## src/ambient_light_defs.svh

```systemverilog
// offsets, field positions, reset values and timing counts for the light tracker
`ifndef AMBIENT_LIGHT_DEFS_SVH
`define AMBIENT_LIGHT_DEFS_SVH

`define REG_SAMPLE_RESULT 8'h37
`define REG_AVERAGE_RESULT 8'h38

`define CFG_PWM_MODE_BIT 1
`define CFG_AVG_SEL_MSB 5
`define CFG_AVG_SEL_LSB 3

`define RESET_CODE 8'h00
`define FULL_SCALE_CODE 8'hFF
`define FULL_SCALE_MV 2000

`define CLK_PERIOD_PS 4000
`define SAMPLE_PERIOD_NS 140000
`define SAMPLE_CYCLES_CALC ((`SAMPLE_PERIOD_NS * 1000) / `CLK_PERIOD_PS)
`define FAST_AVG_NS 1100000
`define FAST_AVG_SAMPLES_CALC ((`FAST_AVG_NS + (`SAMPLE_PERIOD_NS / 2)) / `SAMPLE_PERIOD_NS)
`define FAST_PERIODS 2'h3
`define QUAL_PERIODS 2'h3

`define AVG_SAMPLES_0 12'h010
`define AVG_SAMPLES_1 12'h020
`define AVG_SAMPLES_2 12'h040
`define AVG_SAMPLES_3 12'h080
`define AVG_SAMPLES_4 12'h100
`define AVG_SAMPLES_5 12'h200
`define AVG_SAMPLES_6 12'h400
`define AVG_SAMPLES_7 12'h800

`define DIV_STEPS 5'h14

`endif

```

## src/ambient_light_pkg.sv

```systemverilog
// types shared by the light tracker modules
package ambient_light_pkg;

  typedef logic [2:0] zone_t;

  typedef enum logic [1:0] {
    ALGO_DIRECT = 2'b00,
    ALGO_UP_ONLY = 2'b01,
    ALGO_DOWN_DELAY = 2'b10
  } algo_t;

  typedef enum logic [1:0] {
    AVG_RUN = 2'b00,
    AVG_DIVIDE = 2'b01,
    AVG_LATCH = 2'b10
  } avg_state_t;

  typedef struct packed {
    logic [3:0][7:0] upper;
    logic [3:0][7:0] lower;
  } zone_thresh_t;

  typedef struct packed {
    algo_t algo;
    logic [4:0][7:0] target;
  } mapper_cfg_t;

  typedef struct packed {
    logic adcEnable;
    logic convStrobe;
    logic pwmPathEnable;
    logic gainHighZ;
    logic [6:0] gainSelect;
  } afe_ctrl_t;

endpackage : ambient_light_pkg

```

## src/zone_classifier.sv

```systemverilog
// hysteresis zone classifier for an averaged light level
`timescale 1ns/1ps
module zone_classifier (
  input wire logic [7:0] level,
  input wire ambient_light_pkg::zone_t curZone,
  input wire ambient_light_pkg::zone_thresh_t thresh,
  output ambient_light_pkg::zone_t newZone
);
  import ambient_light_pkg::*;

  zone_t z;

  always_comb
  begin
    z = curZone;
    // ascending walk lets a large jump cross several boundaries at once
    for (int k = 0; k < 4; k++)
    begin
      if (z == zone_t'(k) && level > thresh.upper[k])
        z = zone_t'(k + 1);
    end
    for (int k = 3; k >= 0; k--)
    begin
      if (z == zone_t'(k + 1) && level < thresh.lower[k])
        z = zone_t'(k);
    end
    newZone = z;
  end

endmodule : zone_classifier

```

## src/zone_mapper.sv

```systemverilog
// one zone mapper: qualifies averager zone moves and holds the brightness target
`timescale 1ns/1ps
`include "ambient_light_defs.svh"
module zone_mapper (
  input wire logic mclk,
  input wire logic rstn,
  input wire logic restart,
  input wire logic periodDone,
  input wire ambient_light_pkg::zone_t zoneOld,
  input wire ambient_light_pkg::zone_t zoneNew,
  input wire ambient_light_pkg::mapper_cfg_t cfg,
  output ambient_light_pkg::zone_t targetZone,
  output logic [7:0] targetCode
);
  import ambient_light_pkg::*;

  logic qualified;
  logic dirUp;
  logic [1:0] count;
  logic next_qualified;
  logic next_dirUp;
  logic [1:0] next_count;
  zone_t next_targetZone;
  logic [7:0] next_targetCode;
  logic moveUp;
  logic moveDown;
  logic mayForce;

  assign moveUp = zoneNew > zoneOld;
  assign moveDown = zoneNew < zoneOld;

  always_comb
  begin
    next_qualified = qualified;
    next_dirUp = dirUp;
    next_count = count;
    next_targetZone = targetZone;
    mayForce = 1'b1;
    if (restart)
    begin
      next_qualified = 1'b0;
      next_dirUp = 1'b0;
      next_count = 2'h0;
      next_targetZone = zone_t'(0);
    end
    else if (periodDone)
    begin
      if (qualified && ((moveUp && dirUp) || (moveDown && !dirUp)))
        next_targetZone = zoneNew;
      else
      begin
        // a stall or reversal after a forced move starts over
        next_qualified = 1'b0;
        next_count = qualified ? 2'h0 : count;
        if (moveUp || moveDown)
        begin
          if (next_count == 2'h0 || moveUp != dirUp)
            next_count = 2'h1;
          else
            next_count = next_count + 2'h1;
          next_dirUp = moveUp;
        end
        else if (next_count != 2'h0)
          next_count = next_count + 2'h1;
        if (next_count == `QUAL_PERIODS)
        begin
          // up-only never lowers; down-delay extra wait is not modelled here
          unique case (cfg.algo)
            ALGO_DIRECT: mayForce = 1'b1;
            ALGO_UP_ONLY: mayForce = next_dirUp && zoneNew > targetZone;
            ALGO_DOWN_DELAY: mayForce = 1'b1;
            default: mayForce = 1'b0;
          endcase
          next_count = 2'h0;
          next_qualified = mayForce;
          if (mayForce)
            next_targetZone = zoneNew;
        end
      end
    end
    next_targetCode = cfg.target[next_targetZone];
  end

  always_ff @(posedge mclk)
  begin
    if (!rstn)
    begin
      qualified <= 1'b0;
      dirUp <= 1'b0;
      count <= 2'h0;
      targetZone <= zone_t'(0);
      targetCode <= `RESET_CODE;
    end
    else
    begin
      qualified <= next_qualified;
      dirUp <= next_dirUp;
      count <= next_count;
      targetZone <= next_targetZone;
      targetCode <= next_targetCode;
    end
  end
endmodule : zone_mapper

```

## src/ambient_light_zone_tracker.sv

```systemverilog
// ambient light readout: sampling, averaging, zone tracking and target mapping
`timescale 1ns/1ps
`include "ambient_light_defs.svh"

// How it works
// - config bit 1 set selects PWM sensor path
// - config bit 1 clear selects analog resistor path
// - PWM mode forces gain resistor high impedance
// - 8-bit codes, 0xFF means 2V full scale
// - convert continuously at 7.142ksps while enabled
// - latest sample readable at 0x37, every 140us
// - averager means all samples of each period
// - average readable at 0x38, refreshed each period
// - zone latched into averager output each period
// - five zones from four threshold pairs
// - hysteresis: cross upper to rise, lower to fall
// - sensing start begins in zone zero
// - startup uses fast 1.1ms averaging period
// - three fast periods, then programmed period
// - each mapper picks direct, up-only, down-delay
// - mapper one feeds bank one only
// - upward move needs three qualifying periods
// - downward move needs three qualifying periods
// - same-direction change after forced move follows immediately
// - reversal restarts the qualification; a stall restarts it only after a forced move
// - target changes only at period start
// - forced target is averager output zone's target
// - direct mode moves target both ways
module ambient_light_zone_tracker #(
  parameter int SAMPLE_CYCLES = `SAMPLE_CYCLES_CALC
) (
  input wire logic mclk,
  input wire logic rstn,
  input wire logic sensingEnable,
  input wire logic [7:0] sensorConfig,
  input wire logic [6:0] resistorSelect,
  input wire ambient_light_pkg::zone_thresh_t zoneThresh,
  input wire ambient_light_pkg::mapper_cfg_t [2:0] mapperCfg,
  input wire logic [4:0][1:0] bankMapperSelect,
  input wire logic [7:0] adcCode,
  input wire logic [7:0] readAddr,
  output ambient_light_pkg::afe_ctrl_t afeCtrl,
  output logic [7:0] readData,
  output logic [5:0][7:0] bankCode,
  output ambient_light_pkg::zone_t averagerZone,
  output logic startupActive
);
  import ambient_light_pkg::*;

  localparam logic [11:0] FAST_SAMPLES = 12'(`FAST_AVG_SAMPLES_CALC);

  logic pwmMode;
  logic [2:0] avgSelect;
  logic [31:0] sampleTimer;
  logic [31:0] next_sampleTimer;
  logic sampleTick;
  logic [7:0] sampleResult;
  logic [7:0] next_sampleResult;

  avg_state_t avgState;
  avg_state_t next_avgState;
  logic [19:0] sum;
  logic [19:0] next_sum;
  logic [11:0] count;
  logic [11:0] next_count;
  logic [11:0] divisor;
  logic [11:0] next_divisor;
  logic [19:0] quot;
  logic [19:0] next_quot;
  logic [12:0] rem;
  logic [12:0] next_rem;
  logic [4:0] step;
  logic [4:0] next_step;
  logic [12:0] trial;
  logic [11:0] periodSamples;
  logic [7:0] averageResult;
  logic [7:0] next_averageResult;
  zone_t next_averagerZone;
  zone_t classZone;
  logic [1:0] fastLeft;
  logic [1:0] next_fastLeft;
  logic periodDone;
  logic [7:0] next_readData;
  logic [5:0][7:0] next_bankCode;
  logic [2:0][7:0] mapperCode;

  assign pwmMode = sensorConfig[`CFG_PWM_MODE_BIT];
  assign avgSelect = sensorConfig[`CFG_AVG_SEL_MSB:`CFG_AVG_SEL_LSB];

  always_comb
  begin
    afeCtrl.adcEnable = sensingEnable;
    afeCtrl.convStrobe = sampleTick;
    afeCtrl.pwmPathEnable = pwmMode;
    afeCtrl.gainHighZ = pwmMode;
    // resistor code passes through only in analog mode
    afeCtrl.gainSelect = pwmMode ? 7'h00 : resistorSelect;
  end

  function automatic logic [11:0] avgSamples(input logic [2:0] sel);
    logic [11:0] n;
    n = `AVG_SAMPLES_0;
    unique case (sel)
      3'h0: n = `AVG_SAMPLES_0;
      3'h1: n = `AVG_SAMPLES_1;
      3'h2: n = `AVG_SAMPLES_2;
      3'h3: n = `AVG_SAMPLES_3;
      3'h4: n = `AVG_SAMPLES_4;
      3'h5: n = `AVG_SAMPLES_5;
      3'h6: n = `AVG_SAMPLES_6;
      3'h7: n = `AVG_SAMPLES_7;
    endcase
    return n;
  endfunction : avgSamples

  // sample pacing
  assign sampleTick = sensingEnable && sampleTimer == 32'(SAMPLE_CYCLES - 1);

  always_comb
  begin
    next_sampleTimer = sampleTimer + 32'h0000_0001;
    next_sampleResult = sampleResult;
    if (!sensingEnable || sampleTick)
      next_sampleTimer = 32'h0000_0000;
    if (sampleTick)
      next_sampleResult = adcCode;
  end

  always_ff @(posedge mclk)
  begin
    if (!rstn)
    begin
      sampleTimer <= 32'h0000_0000;
      sampleResult <= `RESET_CODE;
    end
    else
    begin
      sampleTimer <= next_sampleTimer;
      sampleResult <= next_sampleResult;
    end
  end

  // averager with a serial divider; the divide ends long before the next sample
  assign periodSamples = (fastLeft != 2'h0) ? FAST_SAMPLES : avgSamples(avgSelect);
  assign trial = {rem[11:0], quot[19]};
  assign periodDone = avgState == AVG_LATCH;

  zone_classifier zone_classifier_inst (
    .level(quot[7:0]),
    .curZone(averagerZone),
    .thresh(zoneThresh),
    .newZone(classZone)
  );

  always_comb
  begin
    next_avgState = avgState;
    next_sum = sum;
    next_count = count;
    next_divisor = divisor;
    next_quot = quot;
    next_rem = rem;
    next_step = step;
    next_averageResult = averageResult;
    next_averagerZone = averagerZone;
    next_fastLeft = fastLeft;
    if (!sensingEnable)
    begin
      next_avgState = AVG_RUN;
      next_sum = 20'h0_0000;
      next_count = 12'h000;
      next_averagerZone = zone_t'(0);
      next_fastLeft = `FAST_PERIODS;
    end
    else
    begin
      unique case (avgState)
        AVG_RUN:
        begin
          if (sampleTick)
          begin
            next_sum = sum + 20'(adcCode);
            next_count = count + 12'h001;
            if (next_count >= periodSamples)
            begin
              next_avgState = AVG_DIVIDE;
              next_quot = next_sum;
              next_divisor = next_count;
              next_rem = 13'h0000;
              next_step = `DIV_STEPS;
              next_sum = 20'h0_0000;
              next_count = 12'h000;
            end
          end
        end
        AVG_DIVIDE:
        begin
          if (trial >= {1'b0, divisor})
          begin
            next_rem = trial - {1'b0, divisor};
            next_quot = {quot[18:0], 1'b1};
          end
          else
          begin
            next_rem = trial;
            next_quot = {quot[18:0], 1'b0};
          end
          next_step = step - 5'h01;
          if (step == 5'h01)
            next_avgState = AVG_LATCH;
        end
        AVG_LATCH:
        begin
          next_averageResult = quot[7:0];
          next_averagerZone = classZone;
          if (fastLeft != 2'h0)
            next_fastLeft = fastLeft - 2'h1;
          next_avgState = AVG_RUN;
        end
        default: next_avgState = AVG_RUN;
      endcase
    end
  end

  always_ff @(posedge mclk)
  begin
    if (!rstn)
    begin
      avgState <= AVG_RUN;
      sum <= 20'h0_0000;
      count <= 12'h000;
      divisor <= 12'h001;
      quot <= 20'h0_0000;
      rem <= 13'h0000;
      step <= 5'h00;
      averageResult <= `RESET_CODE;
      averagerZone <= zone_t'(0);
      fastLeft <= `FAST_PERIODS;
    end
    else
    begin
      avgState <= next_avgState;
      sum <= next_sum;
      count <= next_count;
      divisor <= next_divisor;
      quot <= next_quot;
      rem <= next_rem;
      step <= next_step;
      averageResult <= next_averageResult;
      averagerZone <= next_averagerZone;
      fastLeft <= next_fastLeft;
    end
  end

  assign startupActive = sensingEnable && fastLeft != 2'h0;

  // mappers and bank routing
  for (genvar m = 0; m < 3; m++)
  begin : gMapper
    zone_mapper zone_mapper_inst (
      .mclk(mclk),
      .rstn(rstn),
      .restart(!sensingEnable),
      .periodDone(periodDone),
      .zoneOld(averagerZone),
      .zoneNew(classZone),
      .cfg(mapperCfg[m]),
      .targetZone(),
      .targetCode(mapperCode[m])
    );
  end

  always_comb
  begin
    next_bankCode[0] = mapperCode[0];
    for (int b = 1; b < 6; b++)
    begin
      unique case (bankMapperSelect[b - 1])
        2'h1: next_bankCode[b] = mapperCode[1];
        2'h2: next_bankCode[b] = mapperCode[2];
        default: next_bankCode[b] = `RESET_CODE;
      endcase
    end
    unique case (readAddr)
      `REG_SAMPLE_RESULT: next_readData = sampleResult;
      `REG_AVERAGE_RESULT: next_readData = averageResult;
      default: next_readData = 8'h00;
    endcase
  end

  always_ff @(posedge mclk)
  begin
    if (!rstn)
    begin
      bankCode <= '0;
      readData <= 8'h00;
    end
    else
    begin
      bankCode <= next_bankCode;
      readData <= next_readData;
    end
  end

  // checking
  logic [31:0] gapCount;
  always_ff @(posedge mclk)
  begin
    if (!rstn || !sensingEnable || sampleTick)
      gapCount <= 32'h0000_0000;
    else
      gapCount <= gapCount + 32'h0000_0001;
  end
endmodule : ambient_light_zone_tracker

```

## config.mk

```make
export PLATFORM = sky130hd
export DESIGN_NAME = ambient_light_zone_tracker
export DESIGN_NICKNAME = d
export VERILOG_FILES = /design/src/ambient_light_pkg.sv /design/src/zone_classifier.sv /design/src/zone_mapper.sv /design/src/ambient_light_zone_tracker.sv
export VERILOG_INCLUDE_DIRS = /design/src
export SDC_FILE = /design/constraint.sdc
export NUM_CORES = 1
export LEC_CHECK = 0
export ABC_AREA = 1
export BUFFER_PORTS_ARGS = -buffer_cell sky130_fd_sc_hd__buf_2
export CAP_MARGIN = 20
export CORE_UTILIZATION = 55
export DETAILED_ROUTE_END_ITERATION = 10
export PLACE_DENSITY_LB_ADDON = 0.1
export SLEW_MARGIN = 30
export SYNTH_ARGS = -nofsm -noshare
export SYNTH_HDL_FRONTEND = slang
export SYNTH_SLANG_ARGS = --single-unit
```

## constraint.sdc

```tcl
create_clock -name mclk -period 6.43 [get_ports mclk]
set_clock_uncertainty 0.15 [all_clocks]
set_input_delay 0.643 -clock mclk [delete_from_list [all_inputs] [get_ports mclk]]
set_output_delay 0.643 -clock mclk [all_outputs]
set_load 0.02 [all_outputs]
```

Word-level counts from Yosys, hierarchy flattened:

Memories as Yosys holds them, arrays and structs flattened.
Index checks and enable logic that the tools add are counted.

* flip-flop bits (word level): 237
* ROM bits: 64
* input bits: 234
* output and inout port bits: 71
* word-level logic and storage cells: 273
* memories: 1

* $add $sub $neg: 9
* order comparisons: 18
* eq/ne operators: 38
* mux-type cells: 108
* bitwise operators: 4
* reduce and logical (&&, ||, !) cells: 61

Memory list
* (no name shown): depth 8, bits a word 8, rd ports 1, clocked after Yosys merged registers in 0, write ports 0, line ambient_light_zone_tracker.sv:103 `unique case (sel)`

Operator list (number)
* $pmux W8 S2: 6
* $bmux W8 S3: 3
* $mux W3: 23
* $mux W12: 5
* $mux W20: 3
* $mux W2: 27
* $pmux W20 S2: 1
* $add A32 B1 Y32 const B: 1
* $eq A32 B16 Y1 const B: 1
* $gt A8 B8 Y1: 4
* $lt A8 B8 Y1: 4
* $mux W1: 28
* $eq A2 B2 Y1 const B: 12
* $mux W8: 3
* $pmux W12 S2: 1
* $logic_and A1 B1 Y1: 22
* $add A20 B8 Y20: 1
* $eq A2 B1 Y1 const B: 9
* $eq A8 B6 Y1 const B: 2
* $logic_not A2 Y1: 7
* $reduce_and A2 Y1: 7
* $ge A13 B12 Y1: 1
* $add A12 B1 Y12 const B: 1
* $eq A3 B2 Y1 const B: 4
* other kinds (26): 62

Depth between registers and ports, before layout:

* word-level depth: 44
* gate-level depth with buffers: 47
* gate-level depth less buffers: 47

Cells and area by module:

Synthesis repeated with hierarchy kept, for this count alone.

* cells, all modules: 2506
* area total of the unflattened synthesis: 16216.8 µm²

By module, submodules not included
* ambient_light_zone_tracker: times used 1, cells each 1591, area an instance 10505.1 µm², seq. area each 3843.7 µm²
* zone_mapper: times used 3, cells each 217, area an instance 1333.8 µm², seq. area each 300.3 µm²
* zone_classifier: times used 1, cells each 264, area an instance 1710.4 µm², seq. area each 0.0 µm²

Least setup slack after synthesis:

OpenSTA, ideal clock, no wires.

* path type: input -> register
* from: in zoneThresh[35] (netlist name)
* to: reg gMapper[2].zone_mapper_inst.targetCode[6]
* library setup time: 0.070 ns
* arrival time: 4.784 ns
* data required time: 6.210 ns
* setup slack: 1.427 ns
* stages on the path: 40
* buffers on the path: 1
* path through: inv_1 -> ha_1 -> nand2_1 -> nor2_1 -> a21boi_0 -> nand2_1 -> nand2_1 -> nand2_1 -> nand2_1 -> nand2_1 -> nand2_1 -> nand2_1 -> o21ai_0 -> nand2_1 -> o21ai_1 -> nand2_1 -> nand2_1 -> nand2_1 -> [... 4 more ...] -> nor2_1 -> nor2_1 -> nand2_1 -> inv_2 -> nor2_2 -> nor2_1 -> a211oi_1 -> o21ai_0 -> inv_1 -> nand2_1 -> a21oi_1 -> inv_1 -> o21ai_2 -> clkbuf_1 -> o211ai_1 -> nand2_1 -> nand2_1 -> a21oi_1

* longest elaborated chain between the ends: 43
* elaborated cells between the ends (all ways): 57
* those cells by class: order compare: 4; eq/ne: 9; mux: 29; reduce/logical: 15

RTL lines
* from (decl): line ambient_light_zone_tracker.sv:37 `input wire ambient_light_pkg::zone_thresh_t zoneThresh,`
* $gt A8 B8 Y1 *: line zone_classifier.sv:19 `if (z == zone_t'(k) && level > thresh.upper[k])`
* $logic_and A1 B1 Y1 *: line zone_classifier.sv:19
* $mux W3 *: line zone_classifier.sv:19
* $eq A3 B1 Y1: line zone_classifier.sv:19
* $logic_and A1 B1 Y1: line zone_classifier.sv:19
* $mux W3 *: line zone_classifier.sv:19
* $eq A3 B2 Y1: line zone_classifier.sv:19
* $logic_and A1 B1 Y1: line zone_classifier.sv:19
* [... 16 more ...]
* net classZone[1]: line ambient_light_zone_tracker.sv:79 `zone_t classZone;`
* [... 11 more ...]
* $mux W1: line zone_mapper.sv:39 `if (restart)`
* $mux W3: line zone_mapper.sv:76 `if (mayForce)`
* $mux W3: line zone_mapper.sv:65 `` if (next_count == `QUAL_PERIODS) ``
* $mux W3 *: line zone_mapper.sv:48 `if (qualified && ((moveUp && dirUp) || (moveDown && !dirUp)))`
* $mux W3 *: line zone_mapper.sv:46 `else if (periodDone)`
* $mux W3 *: line zone_mapper.sv:39
* $bmux W8 S3 *: line zone_mapper.sv:81 `next_targetCode = cfg.target[next_targetZone];`
* $mux W8 (implied by the code) *: line zone_mapper.sv:81
* to (signal assigned): line zone_mapper.sv:92 `` targetCode <= `RESET_CODE; ``
* to (signal assigned): line zone_mapper.sv:100 `targetCode <= next_targetCode;`
* to (decl): line zone_mapper.sv:13 `output logic [7:0] targetCode`

The timed path passes the listed nets; every way through them passes the cells marked *. The select of a mux whose other input is x is not followed.
A chain may end at the register's enable or synchronous reset.

Worst setup path in the final report:

* from: reg quot[1]
* to: reg gMapper[1].zone_mapper_inst.targetCode[5]

* longest elaborated chain between the ends: 43
* elaborated cells between the ends (all ways): 64
* those cells by class: order compare: 11; eq/ne: 9; mux: 29; reduce/logical: 15

RTL lines
* from (decl): line ambient_light_zone_tracker.sv:68 `logic [19:0] quot;`
* from (signal assigned): line ambient_light_zone_tracker.sv:246 `quot <= next_quot;`
* $gt A8 B8 Y1: line zone_classifier.sv:19
* $logic_and A1 B1 Y1: line zone_classifier.sv:19
* $mux W3: line zone_classifier.sv:19
* $eq A3 B1 Y1: line zone_classifier.sv:19
* $logic_and A1 B1 Y1: line zone_classifier.sv:19
* $mux W3: line zone_classifier.sv:19
* $eq A3 B2 Y1: line zone_classifier.sv:19
* $logic_and A1 B1 Y1: line zone_classifier.sv:19
* [... 16 more ...]
* net classZone[1]: line ambient_light_zone_tracker.sv:79
* [... 11 more ...]
* $mux W1: line zone_mapper.sv:39
* $mux W3: line zone_mapper.sv:76
* $mux W3: line zone_mapper.sv:65
* $mux W3 *: line zone_mapper.sv:48
* $mux W3 *: line zone_mapper.sv:46
* $mux W3 *: line zone_mapper.sv:39
* $bmux W8 S3 *: line zone_mapper.sv:81
* $mux W8 (implied by the code) *: line zone_mapper.sv:81
* to (signal assigned): line zone_mapper.sv:92
* to (signal assigned): line zone_mapper.sv:100
* to (decl): line zone_mapper.sv:13

Marked as above.

==> results.py <==
metrics = {
    "layout": {
        "multi_input_comb_area_um2": 7800,
        "layout-drive-gt1-share": 0.192,
        "area_delta_synth_final_pct": 20.4,
        "postLayoutCoreUtil": 0.680,
        "stdcell_area_um2": 16600,
        "final_cells": 2616,
        "antennaDiodeCount": 0,
        "ff_latch_area_um2": 4750,
        "num-nets-final": 2632,
        "nFillCells": 2144,
    },
    "clock_tree": {
        "clk_pin_slew_worst_paths_ns": 0.06,
        "htreeDepth": 1,
        "cts_tree": "done",
        "numCtsBuffers": 26,
        "cts_hold_buf": 0,
        "clk_root_buffer_cell": "sky130_fd_sc_hd__clkbuf_16",
        "worst_skew_pair.late_latency_ns": 0.53,
        "number_of_sinks_on_the_clock_net": 237,
        "clock_tree.buffer_depth": 3,
    },
    "worst_setup_path": {
        "critical_path.endpoint_type": "flop",
        "crit_required_ns": 6.74,
        "critPathTopFamily": "compound AO/OA/AOI/OAI gates",
        "timing.setup.critical_path_class": "flop to flop",
        "worst-path-max-fanout": 14,
        "crit_top_cell": "sky130_fd_sc_hd__nand2_1",
        "critPathMaxStageDelay_ns": 0.57,
        "cp_num_buf_inv": 5,
        "critical_path_arrival_ns": 6.12,
        "timing.critical_path.slowest_stage_cell": "sky130_fd_sc_hd__dfxtp_1",
        "worst_setup_path_start_kind": "flop",
    },
    "detailed_routing": {
        "drtPass1Iterations": 5,
        "detailroute.via_count": 13900,
        "post_detailed_routing_wire_length_um": 37600,
        "avg_vias_per_cell": 5.31,
        "dr_wl_cell_um": 14.4,
        "drt-initial-drc-count": 972,
        "drc_viols": 0,
        "drt.antenna.violating_nets": 0,
    },
    "floorplanning": {
        "die_outline_area_um2": 25800,
        "num_rows": 57,
        "floorplan.die.height_um": 160,
        "ioPinCount": 305,
        "floorplan.initialDensity": 0.565,
        "fp.dieW_um": 160,
        "core_area_um2": 24500,
    },
    "status": {
        "status": "complete, no violations",
    },
    "synthesis": {
        "synth_ff_type": "sky130_fd_sc_hd__dfxtp_1",
        "postSynthAreaPerCell_um2": 6.95,
        "most_frequent_cells_after_synthesis": "sky130_fd_sc_hd__nand2_1, sky130_fd_sc_hd__inv_1, sky130_fd_sc_hd__dfxtp_1",
        "synth-seq-area-share": 0.343,
        "postSynthCellCount": 1989,
        "biggest_area_consumer_among_synthesized_cells": "sky130_fd_sc_hd__dfxtp_1",
        "synth_edf_count": 0,
        "yosysWarnings": 0,
        "synth_area_leaders": "sky130_fd_sc_hd__dfxtp_1, sky130_fd_sc_hd__nand2_1, sky130_fd_sc_hd__ha_1, sky130_fd_sc_hd__a21oi_1, sky130_fd_sc_hd__inv_1",
        "post-synth-top-area-fraction": 0.343,
        "synth_most_common_cell": "sky130_fd_sc_hd__nand2_1",
        "syn_area_um2": 13800,
        "synth.ff_latch_count": 237,
        "postSynth.asyncResetShare": 0,
        "synth_fp_nets": 2348,
        "synth_cell_type_count": 47,
    },
    "sta": {
        "slew-limit-headroom": 0.371,
        "timing_max_transition_violations_final": 0,
        "period_needed_ns": 5.81,
        "fin_tns_setup_ns": 0,
        "hold_violations": 0,
        "timing.fmax_ghz": 0.172,
        "postLayoutSetupSlackWorst_ns": 0.625,
        "fin_worst_hold_slack_ns": 0.209,
        "grt_setup_unrepaired": "true",
        "timing.final.crit_share": 0.903,
        "worst_slew_pin_slew_ns": 0.940,
        "setup_viol_count_final": 0,
    },
    "pwr": {
        "final_total_pwr_mw": 3.33,
        "p_leak_nw": 7.97,
        "cellPowerDensity_nw_per_um2": 200,
        "ir_drop_worst_case_vdd_mv": 0.299,
    },
    "placement": {
        "placement.setup.worst_slack_ns": 0.334,
        "gp_congestion": 0.909,
        "dpl.hpwl_um": 27900,
        "dp_cells": 2562,
        "placement.cell_area_um2": 15600,
        "io_buffer_count": 300,
    },
    "global_routing": {
        "grt_first_pass_wirelength_um": 61000,
        "first_global_vias": 13000,
        "grt.total_usage": 0.286,
        "grt_max_degree": 70,
        "grt.overflow.total": 0,
        "grt_antenna_before_repair": 1,
    },
    "run": {
        "maxCapViolations": 0,
    },
    "worst_hold_path": {
        "hold_class": "primary input to flop",
    },
}
==> report_power, final <==
group	switching, mW	internal (mW)	leakage (nW)
Combinational	0.135	0.101	5.59
Sequential	0.0148	1.48	1.92
Clock	0.591	1.01	0.459
==> routing by layer <==
metal	track usage	vias to the layer above	wire length (um)
li1	-	7035	-
met1	0.355	6343	16200
met2	0.513	436	18300
met3	0.0336	78	2140
met4	0.0879	2	1010
met5	0	-	11
==> cell families (layout without fill, tap and decap cells) <==
| family | count (synthesis) | count (layout) | share of synthesized area |
|---|---|---|---|
| flops | 237 | 237 | 0.343 |
| xor+xnor | 39 | 39 | 0.0247 |
| compound gates | 445 | 445 | 0.177 |
| simple gates | 798 | 798 | 0.244 |
| buf+inv | 345 | 648 | 0.0958 |
| fa+ha+maj | 125 | 125 | 0.114 |
==> cells in the final DEF (no fill, tap or decap), types with 4 or more instances in the layout <==
cell,Yosys,layout
sky130_fd_sc_hd__clkbuf_8,0,7
sky130_fd_sc_hd__o21ai_0,123,123
sky130_fd_sc_hd__o21a_1,5,5
sky130_fd_sc_hd__inv_2,5,6
sky130_fd_sc_hd__nor4_1,5,5
sky130_fd_sc_hd__a31oi_1,20,20
sky130_fd_sc_hd__or2_2,8,8
sky130_fd_sc_hd__o22ai_1,8,8
sky130_fd_sc_hd__nand2_2,11,14
sky130_fd_sc_hd__clkbuf_16,0,27
sky130_fd_sc_hd__a21oi_1,219,218
sky130_fd_sc_hd__bufinv_16,0,4
sky130_fd_sc_hd__clkbuf_1,43,6
sky130_fd_sc_hd__buf_2,11,300
sky130_fd_sc_hd__nand3_1,41,41
sky130_fd_sc_hd__nand4_1,21,21
sky130_fd_sc_hd__o21bai_1,5,5
sky130_fd_sc_hd__nor3_1,17,16
sky130_fd_sc_hd__nor3b_1,16,16
sky130_fd_sc_hd__xnor2_1,14,14
sky130_fd_sc_hd__dfxtp_1,237,234
sky130_fd_sc_hd__nor2_4,4,4
sky130_fd_sc_hd__xor2_1,25,25
sky130_fd_sc_hd__ha_1,123,123
sky130_fd_sc_hd__buf_4,4,29
sky130_fd_sc_hd__nand2_1,457,453
sky130_fd_sc_hd__a21boi_0,7,7
sky130_fd_sc_hd__inv_1,266,262
sky130_fd_sc_hd__o211ai_1,19,19
sky130_fd_sc_hd__nor2_2,14,18
sky130_fd_sc_hd__nor2_1,193,189
sky130_fd_sc_hd__a211oi_1,19,18
==> worst register-to-register path: cells and delay by family, from the launching register on <==
family | cells | cell delay (ns)
AO/OA/AOI/OAI | 11 | 2.20
AND/OR/NAND/NOR | 14 | 1.24
buffers and inverters | 5 | 0.99
adder cells (fa/ha/maj) | 2 | 0.57
flip-flops | 1 | 0.57
==> registers in the layout, summed over array words and instances (netlist names), 6 cells and up <==
| name | count |
|---|---|
| bankCode | 48 |
| sampleTimer | 32 |
| gMapper.zone_mapper_inst.targetCode | 24 |
| quot | 20 |
| sum | 20 |
| count | 12 |
| divisor | 12 |
| rem | 12 |
| gMapper.zone_mapper_inst.targetZone | 9 |
| averageResult | 8 |
| readData | 8 |
| sampleResult | 8 |
| gMapper.zone_mapper_inst.count | 6 |
==> repair_timing <==
action | 4_1_cts | 5_1_grt
resized for setup | 0 | 17
setup buffers | 0 | 7
setup endpoints to repair | 0 | 24
==> worst paths after layout <==
kind / slack, ns / end / from / depth (start not counted)
max: 0.62 / gMapper[1].zone_mapper_inst.targetCode[5] / quot[1] / 32
min: 0.21 / gMapper[0].zone_mapper_inst.targetCode[4] / mapperCfg[36] / 3
max reg2reg: 0.62 / gMapper[1].zone_mapper_inst.targetCode[5] / quot[1] / 32
min reg2reg: 0.26 / bankCode[2] / gMapper[0].zone_mapper_inst.targetCode[2] / 2
==> area by class of cell <==
class,instances,area share
multi-input cells,1407,0.469
inverters,272,0.0620
well taps,324,0.0244
flip-flops and latches,237,0.285
repair buffers,329,0.103
clock buffers,40,0.0478
clock inverters,7,0.00835
Power figures use the tool's default switching activity.
